**src/common/dsc_pkg.sv**
```systemverilog
// Shared constants for the dual converter serial control link and its master
package dsc_pkg;
    // Frame layout
    localparam int          FRAME_BITS   = 16;
    localparam int          CODE_W       = 12;
    localparam int          LEAD_POS     = 15;
    localparam int          ADDR_POS     = 14;
    localparam int          OP_HI_POS    = 13;
    localparam int          OP_LO_POS    = 12;
    localparam logic [3:0]  LAST_BIT     = 4'hF;
    localparam logic [4:0]  FRAME_COUNT  = 5'h10;

    // Operation field codes
    localparam logic [1:0]  OP_LOAD      = 2'h0;
    localparam logic [1:0]  OP_LOAD_UPD  = 2'h1;
    localparam logic [1:0]  OP_BOTH_UPD  = 2'h2;
    localparam logic [1:0]  OP_PWR_DOWN  = 2'h3;

    // Output termination in power-down
    localparam logic [1:0]  TERM_HIZ     = 2'h0;
    localparam logic [1:0]  TERM_2K5     = 2'h1;
    localparam logic [1:0]  TERM_100K    = 2'h2;

    // Reset values
    localparam logic [11:0] CODE_RESET   = 12'h000;

    // Link timing, clock period and least frame select high time in ns
    localparam int          CLK_PERIOD_NS = 4;
    localparam int          SYNC_HIGH_NS  = 6;
    localparam int          SCLK_MIN_NS   = 25;
    localparam int          SYNC_HIGH_CYC = (SYNC_HIGH_NS + CLK_PERIOD_NS - 1) / CLK_PERIOD_NS;
    localparam int          HALF_MIN_CYC  =
        (SCLK_MIN_NS + 2 * CLK_PERIOD_NS - 1) / (2 * CLK_PERIOD_NS);

    // Master register map, byte offsets, divider reset and minimum values, busy bit index
    localparam logic [7:0]  REG_CMD      = 8'h00;
    localparam logic [7:0]  REG_STATUS   = 8'h04;
    localparam logic [7:0]  REG_DIV      = 8'h08;
    localparam logic [7:0]  DIV_RESET    = 8'h08;
    localparam logic [7:0]  DIV_MIN      = 8'h04;
    localparam int          STAT_BUSY    = 0;
endpackage

```
**src/common/dsc_link_if.sv**
```systemverilog
// Three-wire serial link between the master and the converter control
`timescale 1ns/100ps
interface dsc_link_if;
    logic sclk;
    logic sync_n;
    logic din;

    modport dev_mp (
        input sclk,
        input sync_n,
        input din
    );

    modport host_mp (
        output sclk,
        output sync_n,
        output din
    );
endinterface

```
**src/rtl/dsc_device.sv**
```systemverilog
// Converter control end: serial frame capture, channel registers, power-down
//
// The Wishbone interface to the registers and the register addresses were chosen for this implementation.
`timescale 1ns/100ps
// Summary of operation
// - Frame select low shifts data on falling edges
// - Master never lowers select at falling edge
// - Sixteenth falling edge executes the command
// - Extra edges ignored until select rises
// - Master holds select high before next frame
// - Master parks select and data low
// - First bit zero, second bit picks channel
// - Third and fourth bits select operation
// - Last twelve bits are code, MSB first
// - Code unsigned, output scales code over 4096
// - Early select rise discards the partial frame
// - Reset clears registers, outputs at zero
// - Operation 11 powers down both channels
// - In power-down first two bits pick termination
// - Power-down keeps channel register contents
// - Any other operation leaves power-down
module dsc_device #(
    parameter int CODE_W = dsc_pkg::CODE_W
) (
    input  wire logic              clock,
    input  wire logic              rst_n,
    dsc_link_if.dev_mp             link,
    output logic [CODE_W-1:0]      analog_out_first_code,
    output logic [CODE_W-1:0]      analog_out_second_code,
    output logic                   outputs_active,
    output logic [1:0]             term_mode,
    output logic                   exec_pulse,
    output logic                   lead_bit_err
);

    typedef enum logic [1:0] {
        ST_IDLE  = 2'b00,
        ST_SHIFT = 2'b01,
        ST_DONE  = 2'b10
    } dsc_dev_state_type;

    // Elaboration check on the code width
    if (CODE_W != dsc_pkg::CODE_W) begin : g_bad_width
        $error("dsc_device: CODE_W must equal the frame code field");
    end

    // Power-down termination from the two leading bits
    function automatic logic [1:0] term_decode(input logic lead, input logic addr);
        logic [1:0] t;
        t = dsc_pkg::TERM_HIZ;
        if (!lead && addr) begin
            t = dsc_pkg::TERM_2K5;
        end else if (lead && !addr) begin
            t = dsc_pkg::TERM_100K;
        end
        return t;
    endfunction

    dsc_dev_state_type         state_ff;
    dsc_dev_state_type         nxt_state;
    logic [2:0]                sclk_ff;
    logic [1:0]                sync_ff;
    logic [1:0]                din_ff;
    logic [14:0]               shreg_ff;
    logic [14:0]               nxt_shreg;
    logic [3:0]                count_ff;
    logic [3:0]                nxt_count;
    logic [CODE_W-1:0]         hold_a_ff;
    logic [CODE_W-1:0]         nxt_hold_a;
    logic [CODE_W-1:0]         hold_b_ff;
    logic [CODE_W-1:0]         nxt_hold_b;
    logic [CODE_W-1:0]         out_a_ff;
    logic [CODE_W-1:0]         nxt_out_a;
    logic [CODE_W-1:0]         out_b_ff;
    logic [CODE_W-1:0]         nxt_out_b;
    logic                      pd_ff;
    logic                      nxt_pd;
    logic                      act_ff;
    logic                      nxt_act;
    logic [1:0]                term_ff;
    logic [1:0]                nxt_term;
    logic                      exec_ff;
    logic                      nxt_exec;
    logic                      lead_err_ff;
    logic                      nxt_lead_err;
    logic                      sclk_fall;
    logic                      sync_n_s;
    logic                      din_s;
    logic [15:0]               word;
    logic                      addr_b;
    logic [1:0]                op;
    logic [CODE_W-1:0]         code;

    // Two-stage synchronisers; sclk has a third stage for edge detection
    always_ff @(posedge clock) begin
        if (!rst_n) begin
            sclk_ff <= 3'h7;  // Link clock idles high, no false edge
            sync_ff <= 2'h3;
            din_ff  <= 2'h0;
        end else begin
            sclk_ff <= {sclk_ff[1:0], link.sclk};
            sync_ff <= {sync_ff[0], link.sync_n};
            din_ff  <= {din_ff[0], link.din};
        end
    end

    // Synchronised views, first stages unread here
    assign sclk_fall = sclk_ff[2] && !sclk_ff[1];
    assign sync_n_s  = sync_ff[1];
    assign din_s     = din_ff[1];

    // Full frame word as it stands on the last falling edge
    assign word   = {shreg_ff, din_s};
    assign addr_b = word[dsc_pkg::ADDR_POS];
    assign op     = {word[dsc_pkg::OP_HI_POS], word[dsc_pkg::OP_LO_POS]};
    assign code   = word[CODE_W-1:0];

    // Frame sequencing: capture, execute strobe, abort
    always_comb begin
        nxt_state = state_ff;
        nxt_shreg = shreg_ff;
        nxt_count = count_ff;
        nxt_exec  = 1'b0;
        case (state_ff)
            ST_IDLE: begin
                if (!sync_n_s) begin
                    nxt_state = ST_SHIFT;
                    nxt_count = 4'h0;
                end
            end
            ST_SHIFT: begin
                if (sync_n_s) begin
                    nxt_state = ST_IDLE;
                end else if (sclk_fall) begin
                    nxt_shreg = word[14:0];
                    if (count_ff == dsc_pkg::LAST_BIT) begin
                        nxt_exec  = 1'b1;
                        nxt_state = ST_DONE;
                    end else begin
                        nxt_count = count_ff + 4'h1;
                    end
                end
            end
            ST_DONE: begin
                if (sync_n_s) begin
                    nxt_state = ST_IDLE;
                end
            end
            default: begin
                nxt_state = ST_IDLE;
            end
        endcase
    end

    // Command execution on the completing edge
    always_comb begin
        nxt_hold_a   = hold_a_ff;
        nxt_hold_b   = hold_b_ff;
        nxt_out_a    = out_a_ff;
        nxt_out_b    = out_b_ff;
        nxt_pd       = pd_ff;
        nxt_term     = term_ff;
        nxt_lead_err = 1'b0;
        if (state_ff == ST_SHIFT && !sync_n_s && sclk_fall
            && count_ff == dsc_pkg::LAST_BIT) begin
            case (op)
                dsc_pkg::OP_PWR_DOWN: begin
                    nxt_pd   = 1'b1;
                    nxt_term = term_decode(word[dsc_pkg::LEAD_POS], addr_b);
                end
                dsc_pkg::OP_BOTH_UPD: begin
                    nxt_pd     = 1'b0;
                    nxt_hold_a = code;
                    nxt_hold_b = code;
                    nxt_out_a  = code;
                    nxt_out_b  = code;
                end
                default: begin
                    nxt_pd = 1'b0;
                    if (addr_b) begin
                        nxt_hold_b = code;
                    end else begin
                        nxt_hold_a = code;
                    end
                    if (op == dsc_pkg::OP_LOAD_UPD) begin
                        nxt_out_a = addr_b ? hold_a_ff : code;
                        nxt_out_b = addr_b ? code : hold_b_ff;
                    end
                end
            endcase
            if (op != dsc_pkg::OP_PWR_DOWN) begin
                nxt_lead_err = word[dsc_pkg::LEAD_POS];
            end
        end
        nxt_act = !nxt_pd;
    end

    // State and register storage, cleared at reset except the active flag, which is set
    always_ff @(posedge clock) begin
        if (!rst_n) begin
            state_ff    <= ST_IDLE;
            shreg_ff    <= 15'h0000;
            count_ff    <= 4'h0;
            hold_a_ff   <= dsc_pkg::CODE_RESET;
            hold_b_ff   <= dsc_pkg::CODE_RESET;
            out_a_ff    <= dsc_pkg::CODE_RESET;
            out_b_ff    <= dsc_pkg::CODE_RESET;
            pd_ff       <= 1'b0;
            act_ff      <= 1'b1;
            term_ff     <= dsc_pkg::TERM_HIZ;
            exec_ff     <= 1'b0;
            lead_err_ff <= 1'b0;
        end else begin
            state_ff    <= nxt_state;
            shreg_ff    <= nxt_shreg;
            count_ff    <= nxt_count;
            hold_a_ff   <= nxt_hold_a;
            hold_b_ff   <= nxt_hold_b;
            out_a_ff    <= nxt_out_a;
            out_b_ff    <= nxt_out_b;
            pd_ff       <= nxt_pd;
            act_ff      <= nxt_act;
            term_ff     <= nxt_term;
            exec_ff     <= nxt_exec;
            lead_err_ff <= nxt_lead_err;
        end
    end

    // Unsigned codes to the analog stage, scaled by reference over 4096
    assign analog_out_first_code  = out_a_ff;
    assign analog_out_second_code = out_b_ff;
    assign outputs_active         = act_ff;  // Own flop, no logic depth
    assign term_mode              = term_ff;
    assign exec_pulse             = exec_ff;
    assign lead_bit_err           = lead_err_ff;

endmodule

```
**src/flat_wrapper.sv**
```systemverilog
// flat-port wrapper written by rule: the top's interface ports become plain ports
module dsc_device_flat 
#(
    parameter int CODE_W = dsc_pkg::CODE_W
)
  (clock, rst_n, analog_out_first_code, analog_out_second_code, outputs_active, term_mode, exec_pulse, lead_bit_err, link_sclk, link_sync_n, link_din);
  dsc_link_if link_i ();
  input  wire logic clock;
  input  wire logic rst_n;
  output logic [CODE_W-1:0] analog_out_first_code;
  output logic [CODE_W-1:0] analog_out_second_code;
  output logic outputs_active;
  output logic [1:0] term_mode;
  output logic exec_pulse;
  output logic lead_bit_err;
  input wire logic [$bits(link_i.sclk)-1:0] link_sclk;
  input wire logic [$bits(link_i.sync_n)-1:0] link_sync_n;
  input wire logic [$bits(link_i.din)-1:0] link_din;
  assign link_i.sclk = link_sclk;
  assign link_i.sync_n = link_sync_n;
  assign link_i.din = link_din;
  dsc_device #(.CODE_W(CODE_W)) u_core (.clock(clock), .rst_n(rst_n), .link(link_i), .analog_out_first_code(analog_out_first_code), .analog_out_second_code(analog_out_second_code), .outputs_active(outputs_active), .term_mode(term_mode), .exec_pulse(exec_pulse), .lead_bit_err(lead_bit_err));
endmodule
```
**config.mk**
```make
export PLATFORM = sky130hd
export DESIGN_NAME = dsc_device_flat
export DESIGN_NICKNAME = d
export VERILOG_FILES = /design/src/common/dsc_pkg.sv /design/src/common/dsc_link_if.sv /design/src/rtl/dsc_device.sv /design/src/flat_wrapper.sv
export SDC_FILE = /design/constraint.sdc
export NUM_CORES = 1
export LEC_CHECK = 0
export BUFFER_PORTS_ARGS = -buffer_cell sky130_fd_sc_hd__buf_2
export CAP_MARGIN = 20
export CORE_MARGIN = 1.5
export CORE_UTILIZATION = 41
export DETAILED_ROUTE_END_ITERATION = 16
export SLEW_MARGIN = 0
export SYNTH_ARGS = -nofsm -noshare
export SYNTH_HDL_FRONTEND = slang
export SYNTH_SLANG_ARGS = --single-unit
export TNS_END_PERCENT = 10
```
**constraint.sdc**
```tcl
create_clock -name clock -period 3.3 [get_ports clock]
set_clock_uncertainty 0.05 [all_clocks]
set_input_delay 0.99 -clock clock [delete_from_list [all_inputs] [get_ports clock]]
set_output_delay 0.99 -clock clock [all_outputs]
set_load 0.03 [all_outputs]
```
==> results of run 1 <==
## power breakdown
group	internal, mW	switching [mW]	leakage, nW
sequential	0.993	0.00293	0.662
clock	0.579	0.368	0.129
combinational	0.00893	0.0242	0.591
total	1.58	0.395	1.38
## worst max-delay path by stage
stage               slack, ps  cells after the start          startpoint                                 to
floorplan                1260                      5               rst_n  u_core.analog_out_second_code[10]
global placement          960                      3               rst_n                 u_core.state_ff[0]
detailed placement        880                      3               rst_n                 u_core.state_ff[0]
CTS                      1270                      5  u_core.state_ff[0]                u_core.shreg_ff[12]
global route             1140                      6  u_core.count_ff[0]   u_core.analog_out_second_code[0]
finish                   1270                      3               rst_n                 u_core.state_ff[0]
## metrics by stage
| step | utilization, % | hold WS [ps] | area (um2) | setup slack (ps) |
|---|---|---|---|---|
| after CTS | 48.0 | 365 | 3670 | 1270 |
| after global placement | 44.5 | 339 | 3400 | 956 |
| after global routing | 48.0 | 396 | 3670 | 1140 |
| after floorplan | - | 336 | 3200 | 1260 |
| final | 48.0 | 362 | 3670 | 1270 |
| after detailed placement | 44.5 | 346 | 3400 | 880 |
## registers in the layout, indices dropped and copies added (netlist names), named ones only
| name | flops |
|---|---|
| u_core.analog_out_first_code | 12 |
| u_core.analog_out_second_code | 12 |
| u_core.term_mode | 2 |
| u_core.hold_a_ff | 12 |
| u_core.sclk_ff | 3 |
| u_core.lead_bit_err | 1 |
| u_core.shreg_ff | 15 |
| u_core.sync_ff | 2 |
| u_core.state_ff | 2 |
| u_core.count_ff | 4 |
| u_core.hold_b_ff | 12 |
| u_core.exec_pulse | 1 |
| u_core.din_ff | 2 |
| u_core.outputs_active | 1 |
## final cells by class
class                   instances  area [um2]  share of cell area [%]
well taps                     102         128                    3.48
flip-flops and latches         82        1640                    44.7
repair buffers                 39         210                    5.73
clock inverters                 7         141                    3.85
clock buffers                   9         124                    3.38
multi-input cells             230        1420                    38.6
inverters                       2        7.51                   0.205
## cell families after synthesis
family / count (synthesis) / share of synthesized area (%)
and+or+nand+nor: 126 / 19.4
adders and majority gates: 3 / 1.17
buffers and inverters: 27 / 4.46
muxes: 42 / 14.1
AOI/OAI and AO/OA: 58 / 9.38
xor gates and xnor gates: 1 / 0.274
DFF: 82 / 51.3
## routing by layer
| metal | share of wire, % | GRT usage [%] | wire, um | vias to the layer above |
|---|---|---|---|---|
| met5 | 0 | 0 | 0 | - |
| met4 | 1.7 | 7.81 | 104 | 0 |
| met3 | 2.6 | 4.02 | 158 | 11 |
| met2 | 45 | 24.7 | 2680 | 29 |
| met1 | 51 | 20.0 | 3060 | 1060 |
| li1 | - | - | - | 1228 |
## placed cells by master, fill, tap and decap left out, drive strengths merged, types with 5 or more instances in the layout
cell / n
mux2i: 18
o21ai: 49
nand2: 30
buf: 39
nand3: 49
nor2: 20
mux2: 24
clkbuf: 9
dfxtp: 82
nand2b: 7
a21oi: 5
==> metrics, run 1 <==
status=finished, final reports clean; worst slew pin tran=approximately 630 ps; Final setup viols=0; FF-to-FF path depth=5; post-DR vias/cell=just under 5; top post-synthesis cells by count=dfxtp_1 (82), nand3_1 (49), nand2_1 (30), o21ai_1 (30), mux2_2 (24); first-pass GRT wire length=10300 um; Worst R2R End=u_core.shreg_ff[12]; clock buffer depth=2; reg2reg start=u_core.state_ff[0]; Sum Neg Setup Slack=0 ps; Port Buffers=33; Max FO, Critical Path=22; Top Ports=34; number of non-filler instances in the completed layout=471; Layout Nets=372; Seq/Total Area, Yosys=51.3%; pin count of the biggest net entering global routing=50; Req. time, crit path=approximately 3500 ps; routability cong.=approximately 0.79; largest cells by area after synthesis=dfxtp_1 (51%), mux2_2 (8.4%), nand3_1 (7.7%); Worst path max stage delay=540 ps; drt first pass iters=4; CTS Hold Buffers Added=0; num rows=32; drt total wl=6000 um; Rel. slew slack=slightly below 60%; FILL cells=about 730; layout cells sized above 1=22.2%; Iter 0 DRT Violations=76; Final Max Slew Viols=0; Hold Crit Class=flop to flop; via count=~2300; crit path buf inv count=2; Worst R2R Setup Slack=1270 ps; Area Growth Syn to Fin=14.6%; Arr. time, crit path=roughly 2200 ps; CP Capture Type=flop; Synth Register Bits=approximately 80; clk_lat worst skew=350 ps; H-tree Lvls=3; gr usage total=between 10% and 20%; DR WL/cell=around 13 um; Final Hold Viols=0; Synth top area share=51.3%; # clock sinks=82; worst hold stages=1; die area=about 8300 um2; Final Critical Period=between 2000 and 2500 ps; CTS resizes=0; Syn. warnings=0; CTS Root Cell=clkbuf_8; TritonCTS buffer count=9; Worst Hold Endpoint=u_core.sync_ff[1]; max_cap viols=0; Cells after Synth=between 300 and 400; initial antenna violation count=0; Critical Path, Cell by Cell=buf_2 > clkinv_1 > a211oi_1; slowest CP cell=clkinv_1; top-count cell post-synth=dfxtp_1; CTS tree=built; postcts setup bufs=0; Die W=~91 um; Tcrit/Tclk final=61.5%; VDD IR max=approximately 0.00023 V; die height=roughly 90 um; Avg Cell Area, Syn=roughly 9.4 um2; Synth area leader=dfxtp_1; total power=between 1.5 and 2 mW; Post-Syn Area=3200 um2; vias in the first global route=between 2000 and 2500; Async S/R FF share, synth=0%; # DRC=0; core area=approximately 7600 um2; DP Wirelength=around 3800 um; CP delay by family, top=buffers and inverters; antenna cells=0; count of cell types in the netlist=33; Pleak=between 1 and 1.5 nW; min-delay src=u_core.sync_ff[0]; total congestion overflow=0; Cells after DPL=roughly 460; post-route antenna net violation count=0; syn_nets=roughly 350; CP Launch Type=primary input; top_reg_cell synth=dfxtp_1; max frequency=roughly 490 MHz; RSZ-0062 raised after global routing=no; CP Class=primary input to flop; Post-synth EDFFs=0; Clock transition at path regs=about 80 ps; starting density of the core=around two fifths; PD cells=~540 nW/um2
Power figures use the tool's default switching activity.
==> run 2, diff against run 1 <==
--- a/config.mk
+++ b/config.mk
@@ -5,6 +5,7 @@
 export SDC_FILE = /design/constraint.sdc
 export NUM_CORES = 1
 export LEC_CHECK = 0
+export ABC_AREA = 1
 export BUFFER_PORTS_ARGS = -buffer_cell sky130_fd_sc_hd__buf_2
 export CAP_MARGIN = 20
 export CORE_MARGIN = 1.5
==> constraint.sdc (replaced) <==
create_clock -name clock -period 1.7 [get_ports clock]
set_clock_uncertainty 0.05 [all_clocks]
set_input_delay 0.51 -clock clock [delete_from_list [all_inputs] [get_ports clock]]
set_output_delay 0.51 -clock clock [all_outputs]
set_load 0.03 [all_outputs]
==> run 2 against run 1 <==
Clock power up 65%; sequential power rose by 95%; synthesized cell count increased by 73%; final area increased by 21%; combinational power increased to 3.1 times the previous value; non-clock buffer count is 10 higher; setup slack got worse by 1200 ps; area after synthesis rose by 19%; global-route usage is 1.6 points higher; flip-flop and latch count did not move.
==> metrics, run 2 <==
drt first pass iters=4 (unchanged); Critical Path, Cell by Cell=ha_2 > nand2_1 > nor2_2 > nand2_1 > nor2_4 > buf_12 > clkbuf_16 > nand3_1 > nand2_1 > nor2_1; Arr. time, crit path=1810 ps (-420 ps); core area=9110 um2 (+19%); Clock transition at path regs=80 ps (about the same); Final Util=48.7% (+0.71 points); RSZ-0062 raised after global routing=yes; num rows=35 (+9.4%); Synth Area in Compound Gates=7.87% (-1.5 points); slowest CP cell=dfxtp_2; Top Ports=34 (unchanged); CP Capture Type=flop; crit path buf inv count=2 (unchanged); initial antenna violation count=0 (unchanged); top-count cell post-synth=nand2_1; max_cap viols=0 (unchanged); status=finished, final reports clean; Iter 0 DRT Violations=128 (+68%); commonest non-fill, non-tap cells in the layout=nand2_1 (149), inv_1 (130), dfxtp_1 (80), nor2_1 (59), nand3_1 (52); gr usage total=17.3% (+1.6 points); main combinational cell family by area after synthesis=simple AND/OR/NAND/NOR gates; drt total wl=8060 um (+34%); CP delay by family, top=simple AND/OR/NAND/NOR gates; Post-Syn Area=3810 um2 (+19%); CP Launch Type=flop; Final Max Slew Viols=0 (unchanged); DP Worst Slack=63.1 ps (-817 ps); register with the highest flop count=u_core.shreg_ff; count of cell types in the netlist=23 (-30%); max reg flops=15 (unchanged); DR WL/cell=11.0 um (-14%); die height=99.4 um (+8.9%); Synth Area in XOR/XNOR=0% (-0.27 points); CTS tree=built; FILL cells=928 (+27%); Cells after Synth=585 (+73%); Int Pwr=2.80 mW (+77%); combinational fraction of design power=2.9% (+1.2 points); post-DR vias/cell=4.54 (-8.1%); VDD IR max=0.000341 V (+49%); CP Class=flop to flop; routability cong.=0.799 (+0.88%); Post-Synth Simple-Gate Area=31.1% (+12 points); Avg Cell Area, Syn=6.52 um2 (-31%); Top cell by count, worst path=nand2_1; Post-synth EDFFs=0 (unchanged); via count=3329 (+43%); Synth area leader=dfxtp_1; antenna cells=0 (unchanged); Seq/Total Area, Yosys=43.0% (-8.2 points); Final Hold Viols=0 (unchanged); mux cell area share after synthesis=0% (-14 points); Req. time, crit path=1910 ps (-1590 ps); Hold WS=283 ps (-78.3 ps); Syn. warnings=0 (unchanged); Final Critical Period=approximately 1600 ps; Layout Nets=625 (+68%); most common library cell in the layout ignoring fill and taps=nand2_1; PD cells=811 nW/um2 (+51%); CTS Root Cell=clkbuf_8; Clk pwr share=43.2% (-4.7 points); layout cells sized above 1=13.8% (-8.4 points); sw frac=22.1% (+2.2 points); setup ws final=95.7 ps (-1170 ps); Area Growth Syn to Fin=16.3%; die area=9890 um2 (+18%); H-tree Lvls=3 (unchanged); Hold Crit Class=primary input to flop; clock buffer depth=2 (unchanged); max frequency=~620 MHz; Async S/R FF share, synth=0% (unchanged); Worst path max stage delay=360 ps (-180 ps); vias in the first global route=3129 (+42%); # DRC=0 (unchanged); pin count of the biggest net entering global routing=70 (+40%); syn_nets=593 (+71%); Post-Synth Adder-Cell Area=0.984% (-0.19 points); total congestion overflow=0 (unchanged); worst slew pin tran=352 ps (-277 ps); Max FO, Critical Path=15 (-32%); top_reg_cell synth=dfxtp_1; starting density of the core=41.9% (about the same); DP Wirelength=5220 um (+38%); # clock sinks=82 (unchanged); post-route antenna net violation count=0 (unchanged); Flop pwr share=53.9% (+3.5 points); clk_lat worst skew=360 ps (about the same); Synth top area share=43.0% (-8.2 points); Rel. slew slack=76.3% (+18 points); TritonCTS buffer count=9 (unchanged); Sum Neg Setup Slack=0 ps (unchanged); switching pwr=0.797 mW (+100%); first-pass GRT wire length=13800 um (+34%); Port Buffers=33 (unchanged); Die W=99.4 um (+8.9%); top post-synthesis cells by count=nand2_1 (149), inv_1 (130), dfxtp_1 (82); Final setup viols=0 (unchanged); Tcrit/Tclk final=roughly 94%; largest cells by area after synthesis=dfxtp_1 (43%), nand2_1 (15%), inv_1 (13%); Synth Register Bits=82 (unchanged); Pleak=2.20 nW (+59%)
==> run 2: cell count changes after synthesis, moves of 4 or more <==
cell,delta
inv_1,+129
o21ai_1,-10
nor2_1,+40
a21oi_1,+16
nor2b_1,-4
nand2_1,+119
mux2i_1,-18
buf_2,+9
mux2_2,-24
nand2b_1,-7
==> run 2: per-stage QoR <==
stage | area [um2] | power, mW | std cells
2_1_floorplan | 3810 | 2.06 | 585
3_3_place_gp | 4120 | 2.08 | 714
3_5_place_dp | 4120 | 2.09 | 714
4_1_cts | 4330 | 3.65 | 730
5_1_grt | 4430 | 3.75 | 733
6_report | 4430 | 3.60 | 733
==> run 2: cells by family after synthesis <==
group                      count (synthesis)
and+or+nand+nor                          279
buffers and inverters                    161
DFF                                       82
AOI/OAI and AO/OA                         60
adders and majority gates                  3
==> run 2: worst paths after layout <==
check	from	end	slack, ps	cells past startpoint
max reg2reg	u_core.count_ff[0]	u_core.hold_b_ff[0]	100	10
min reg2reg	u_core.din_ff[0]	u_core.din_ff[1]	370	2
min	link_din	u_core.din_ff[0]	280	3
max	u_core.count_ff[0]	u_core.hold_b_ff[0]	100	10
==> run 2: repair_timing <==
action,in CTS,in global routing
setup buffers,0,1
endpoints found under the hold margin,0,0
gates resized for setup,0,11
endpoints found under the setup margin,0,48
hold buffers,0,0
==> run 2: metal layers <==
metal | vias to the layer above | track usage, % | wire length [um]
li1 | 1797 | - | -
met1 | 1441 | 21.9 | 3920
met2 | 79 | 28.3 | 3610
met3 | 12 | 3.51 | 380
met4 | 0 | 8.45 | 149
met5 | - | 0 | 0
==> run 2: worst min-delay path, cell delays in order <==
cell	delay, ps
buf_2	70
nand2_1	40
inv_1	40
==> run 2: area by class of cell <==
| cell class | count | area [um2] | area share (%) |
|---|---|---|---|
| Clock buffer | 10 | 128 | 2.88 |
| Sequential cell | 82 | 1640 | 37.1 |
| Timing Repair Buffer | 49 | 395 | 8.92 |
| Multi-Input combinational cell | 342 | 1540 | 34.7 |
| Inverter | 133 | 499 | 11.3 |
| Tap cell | 111 | 139 | 3.13 |
| Clock inverter | 6 | 90.1 | 2.03 |
==> run 2: power by group through the flow <==
stage	clock [mW]	combinational, mW	sequential, mW
after floorplan	0	0.0814	1.98
after global placement	0	0.103	1.98
after detailed placement	0	0.105	1.98
after CTS	1.61	0.105	1.94
after global routing	1.69	0.122	1.94
final	1.56	0.104	1.94
==> run 3, diff against run 2 <==
--- a/config.mk
+++ b/config.mk
@@ -9,7 +9,7 @@
 export BUFFER_PORTS_ARGS = -buffer_cell sky130_fd_sc_hd__buf_2
 export CAP_MARGIN = 20
 export CORE_MARGIN = 1.5
-export CORE_UTILIZATION = 41
+export CORE_UTILIZATION = 35
 export DETAILED_ROUTE_END_ITERATION = 16
 export SLEW_MARGIN = 0
 export SYNTH_ARGS = -nofsm -noshare
==> run 3 against run 2 <==
Die area grew 17%; global-route usage shrank 1.9 points; via count grew 1.0%; setup slack gained 15 ps; final area grew 1.4%; final cell count grew 3.7%; register-to-register slack gained 20 ps; flip-flop and latch count is the same; first-iteration DRC count grew 27%; largest cell class unchanged; highest routed layer unchanged.
==> metrics, run 3 (synthesized netlist as in run 2, its figures left out) <==
gr usage total=15.4% (-1.9 points); starting density of the core=36.5% (-5.4 points); CP Capture Type=flop; post-DR vias/cell=4.43 (-2.6%); Hold Crit Class=primary input to flop; die height=107 um (+8.0%); Final setup viols=0 (unchanged); Port Buffers=33 (unchanged); DR WL/cell=10.8 um (-1.6%); Layout Nets=627 (+0.32%); CP Launch Type=flop; die area=11500 um2 (+17%); Hold WS=280 ps (-3.25 ps); first-pass GRT wire length=14200 um (+2.7%); CP Class=flop to flop; worst hold stages=3 (unchanged); layout cells sized above 1=13.8% (-0.044 points); via count=3363 (+1.0%); reg2reg start=u_core.count_ff[0]; H-tree Lvls=3 (unchanged); Flop pwr share=52.9% (-1.0 points); Pleak=2.22 nW (+0.87%); worst slew pin tran=341 ps (-11.5 ps); drt first pass iters=4 (unchanged); slowest CP cell=dfxtp_4; VDD IR max=0.000320 V (-6.0%); CTS Root Cell=clkbuf_8; Final Critical Period=1590 ps (-15.4 ps); gr busiest metal=met2; CTS tree=built; Iter 0 DRT Violations=163 (+27%); Clk pwr share=44.1% (+0.9 points); Worst Hold Endpoint=u_core.din_ff[0]; sw frac=21.4% (-0.79 points); combinational fraction of design power=3.0% (about the same); Tcrit/Tclk final=93.5% (-0.91 points); commonest non-fill, non-tap cells in the layout=nand2_1 (148), inv_1 (130), dfxtp_1 (80), nor2_1 (59), nand3_1 (52); Cells after DPL=740 (+3.6%); met1 Track Usage GR=19.2% (-2.7 points); Clock transition at path regs=80 ps (about the same); Rel. slew slack=77.1% (+0.78 points); Arr. time, crit path=1810 ps (about the same); crit path buf inv count=2 (unchanged); Final Hold Viols=0 (unchanged); Critical Path, Cell by Cell=ha_4 > nand2_1 > nor2_2 > nand2_2 > nor2_4 > buf_12 > buf_12 > nand3_1 > nand2_1 > nor2_1; total power=3.66 mW (+1.8%); TritonCTS buffer count=9 (unchanged); drt total wl=8230 um (+2.1%); core area=10500 um2 (+15%); most common library cell in the layout ignoring fill and taps=nand2_1; max_cap viols=0 (unchanged); initial antenna violation count=0 (unchanged); Die W=107 um (+8.0%); post-route antenna net violation count=0 (unchanged); clk_lat worst skew=360 ps (about the same); DP Wirelength=5480 um (+4.8%); Max FO, Critical Path=19 (+4); Worst R2R End=u_core.analog_out_first_code[4]; switching pwr=0.782 mW (-1.8%); Worst R2R Setup Slack=110 ps (+20 ps); Final Max Slew Viols=0 (unchanged); routing usage on met2=25.5% (-2.8 points); register with the highest flop count=u_core.shreg_ff; PD cells=815 nW/um2 (+0.48%); Area Growth Syn to Fin=17.8%; antenna cells=0 (unchanged); Worst path max stage delay=370 ps (about the same); total congestion overflow=0 (unchanged); max reg flops=15 (unchanged); number of non-filler instances in the completed layout=760 (+3.7%); # clock sinks=82 (unchanged); FF-to-FF path depth=10 (unchanged); Top Ports=34 (unchanged); Int Pwr=2.88 mW (+2.9%); clock buffer depth=2 (unchanged); status=finished, final reports clean; num rows=37 (+5.7%); routability cong.=0.746 (-6.6%); min-delay src=link_din; Req. time, crit path=1920 ps (about the same); CP delay by family, top=simple AND/OR/NAND/NOR gates; vias in the first global route=3229 (+3.2%); max frequency=629 MHz (+0.97%); grt met3 use=2.60% (-0.91 points); pin count of the biggest net entering global routing=37 (-47%); # DRC=0 (unchanged)
[run 3: power groups by stage]
stage,sequential (mW),clock (mW),combinational [mW]
after CTS,1.94,1.66,0.112
after global placement,1.98,0,0.109
after global routing,1.94,1.72,0.131
final,1.94,1.61,0.112
after detailed placement,1.98,0,0.112
after floorplan,1.98,0,0.0814
[run 3: repair_timing]
item                       in CTS  in global routing
buffers inserted                0                  2
gates resized for setup         0                  9
hold buffers                    0                  0
setup endpoints to repair       0                 48
[run 3: routing by layer]
metal  up-vias  wire, um
li1       1805         -
met1      1497      4040
met2        51      3790
met3        10       271
met4         0       124
met5         -         0
[run 3: through the flow]
step	setup slack [ps]	area [um2]	TNS, ps	util [%]
4_1_cts	39.2	4410	0	42.1
5_1_grt	-21.3	4490	-83.1	43.0
6_report	111	4490	0	43.0
2_1_floorplan	253	3810	0	-
3_3_place_gp	61.9	4180	0	39.9
3_5_place_dp	50.4	4180	0	39.9
[run 3: worst max-delay path by stage]
stage,to,cells after the start,start,slack (ps)
floorplan,u_core.analog_out_first_code[0],10,u_core.count_ff[0],250
global placement,u_core.analog_out_second_code[0],9,u_core.count_ff[0],60
detailed placement,u_core.analog_out_first_code[10],9,u_core.count_ff[0],50
CTS,u_core.analog_out_first_code[10],9,u_core.count_ff[0],40
global route,u_core.hold_a_ff[4],10,u_core.count_ff[0],-20
finish,u_core.analog_out_first_code[4],10,u_core.count_ff[0],110
[run 3: area by class of cell]
cell class	count	area [um2]
sequential	82	1650
inverter	133	499
clock inverter	4	73.8
multi-input combinational	342	1540
timing repair buffer	51	409
fill	1083	5970
clock buffer	12	155
tap	136	170
[run 3: worst reg2reg max path, delay by kind of cell (launching register included)]
family / cells / cell delay (ps)
AND/OR/NAND/NOR: 7 / 660
flip-flops: 1 / 370
buffers and inverters: 2 / 280
adder cells (fa/ha/maj): 1 / 140
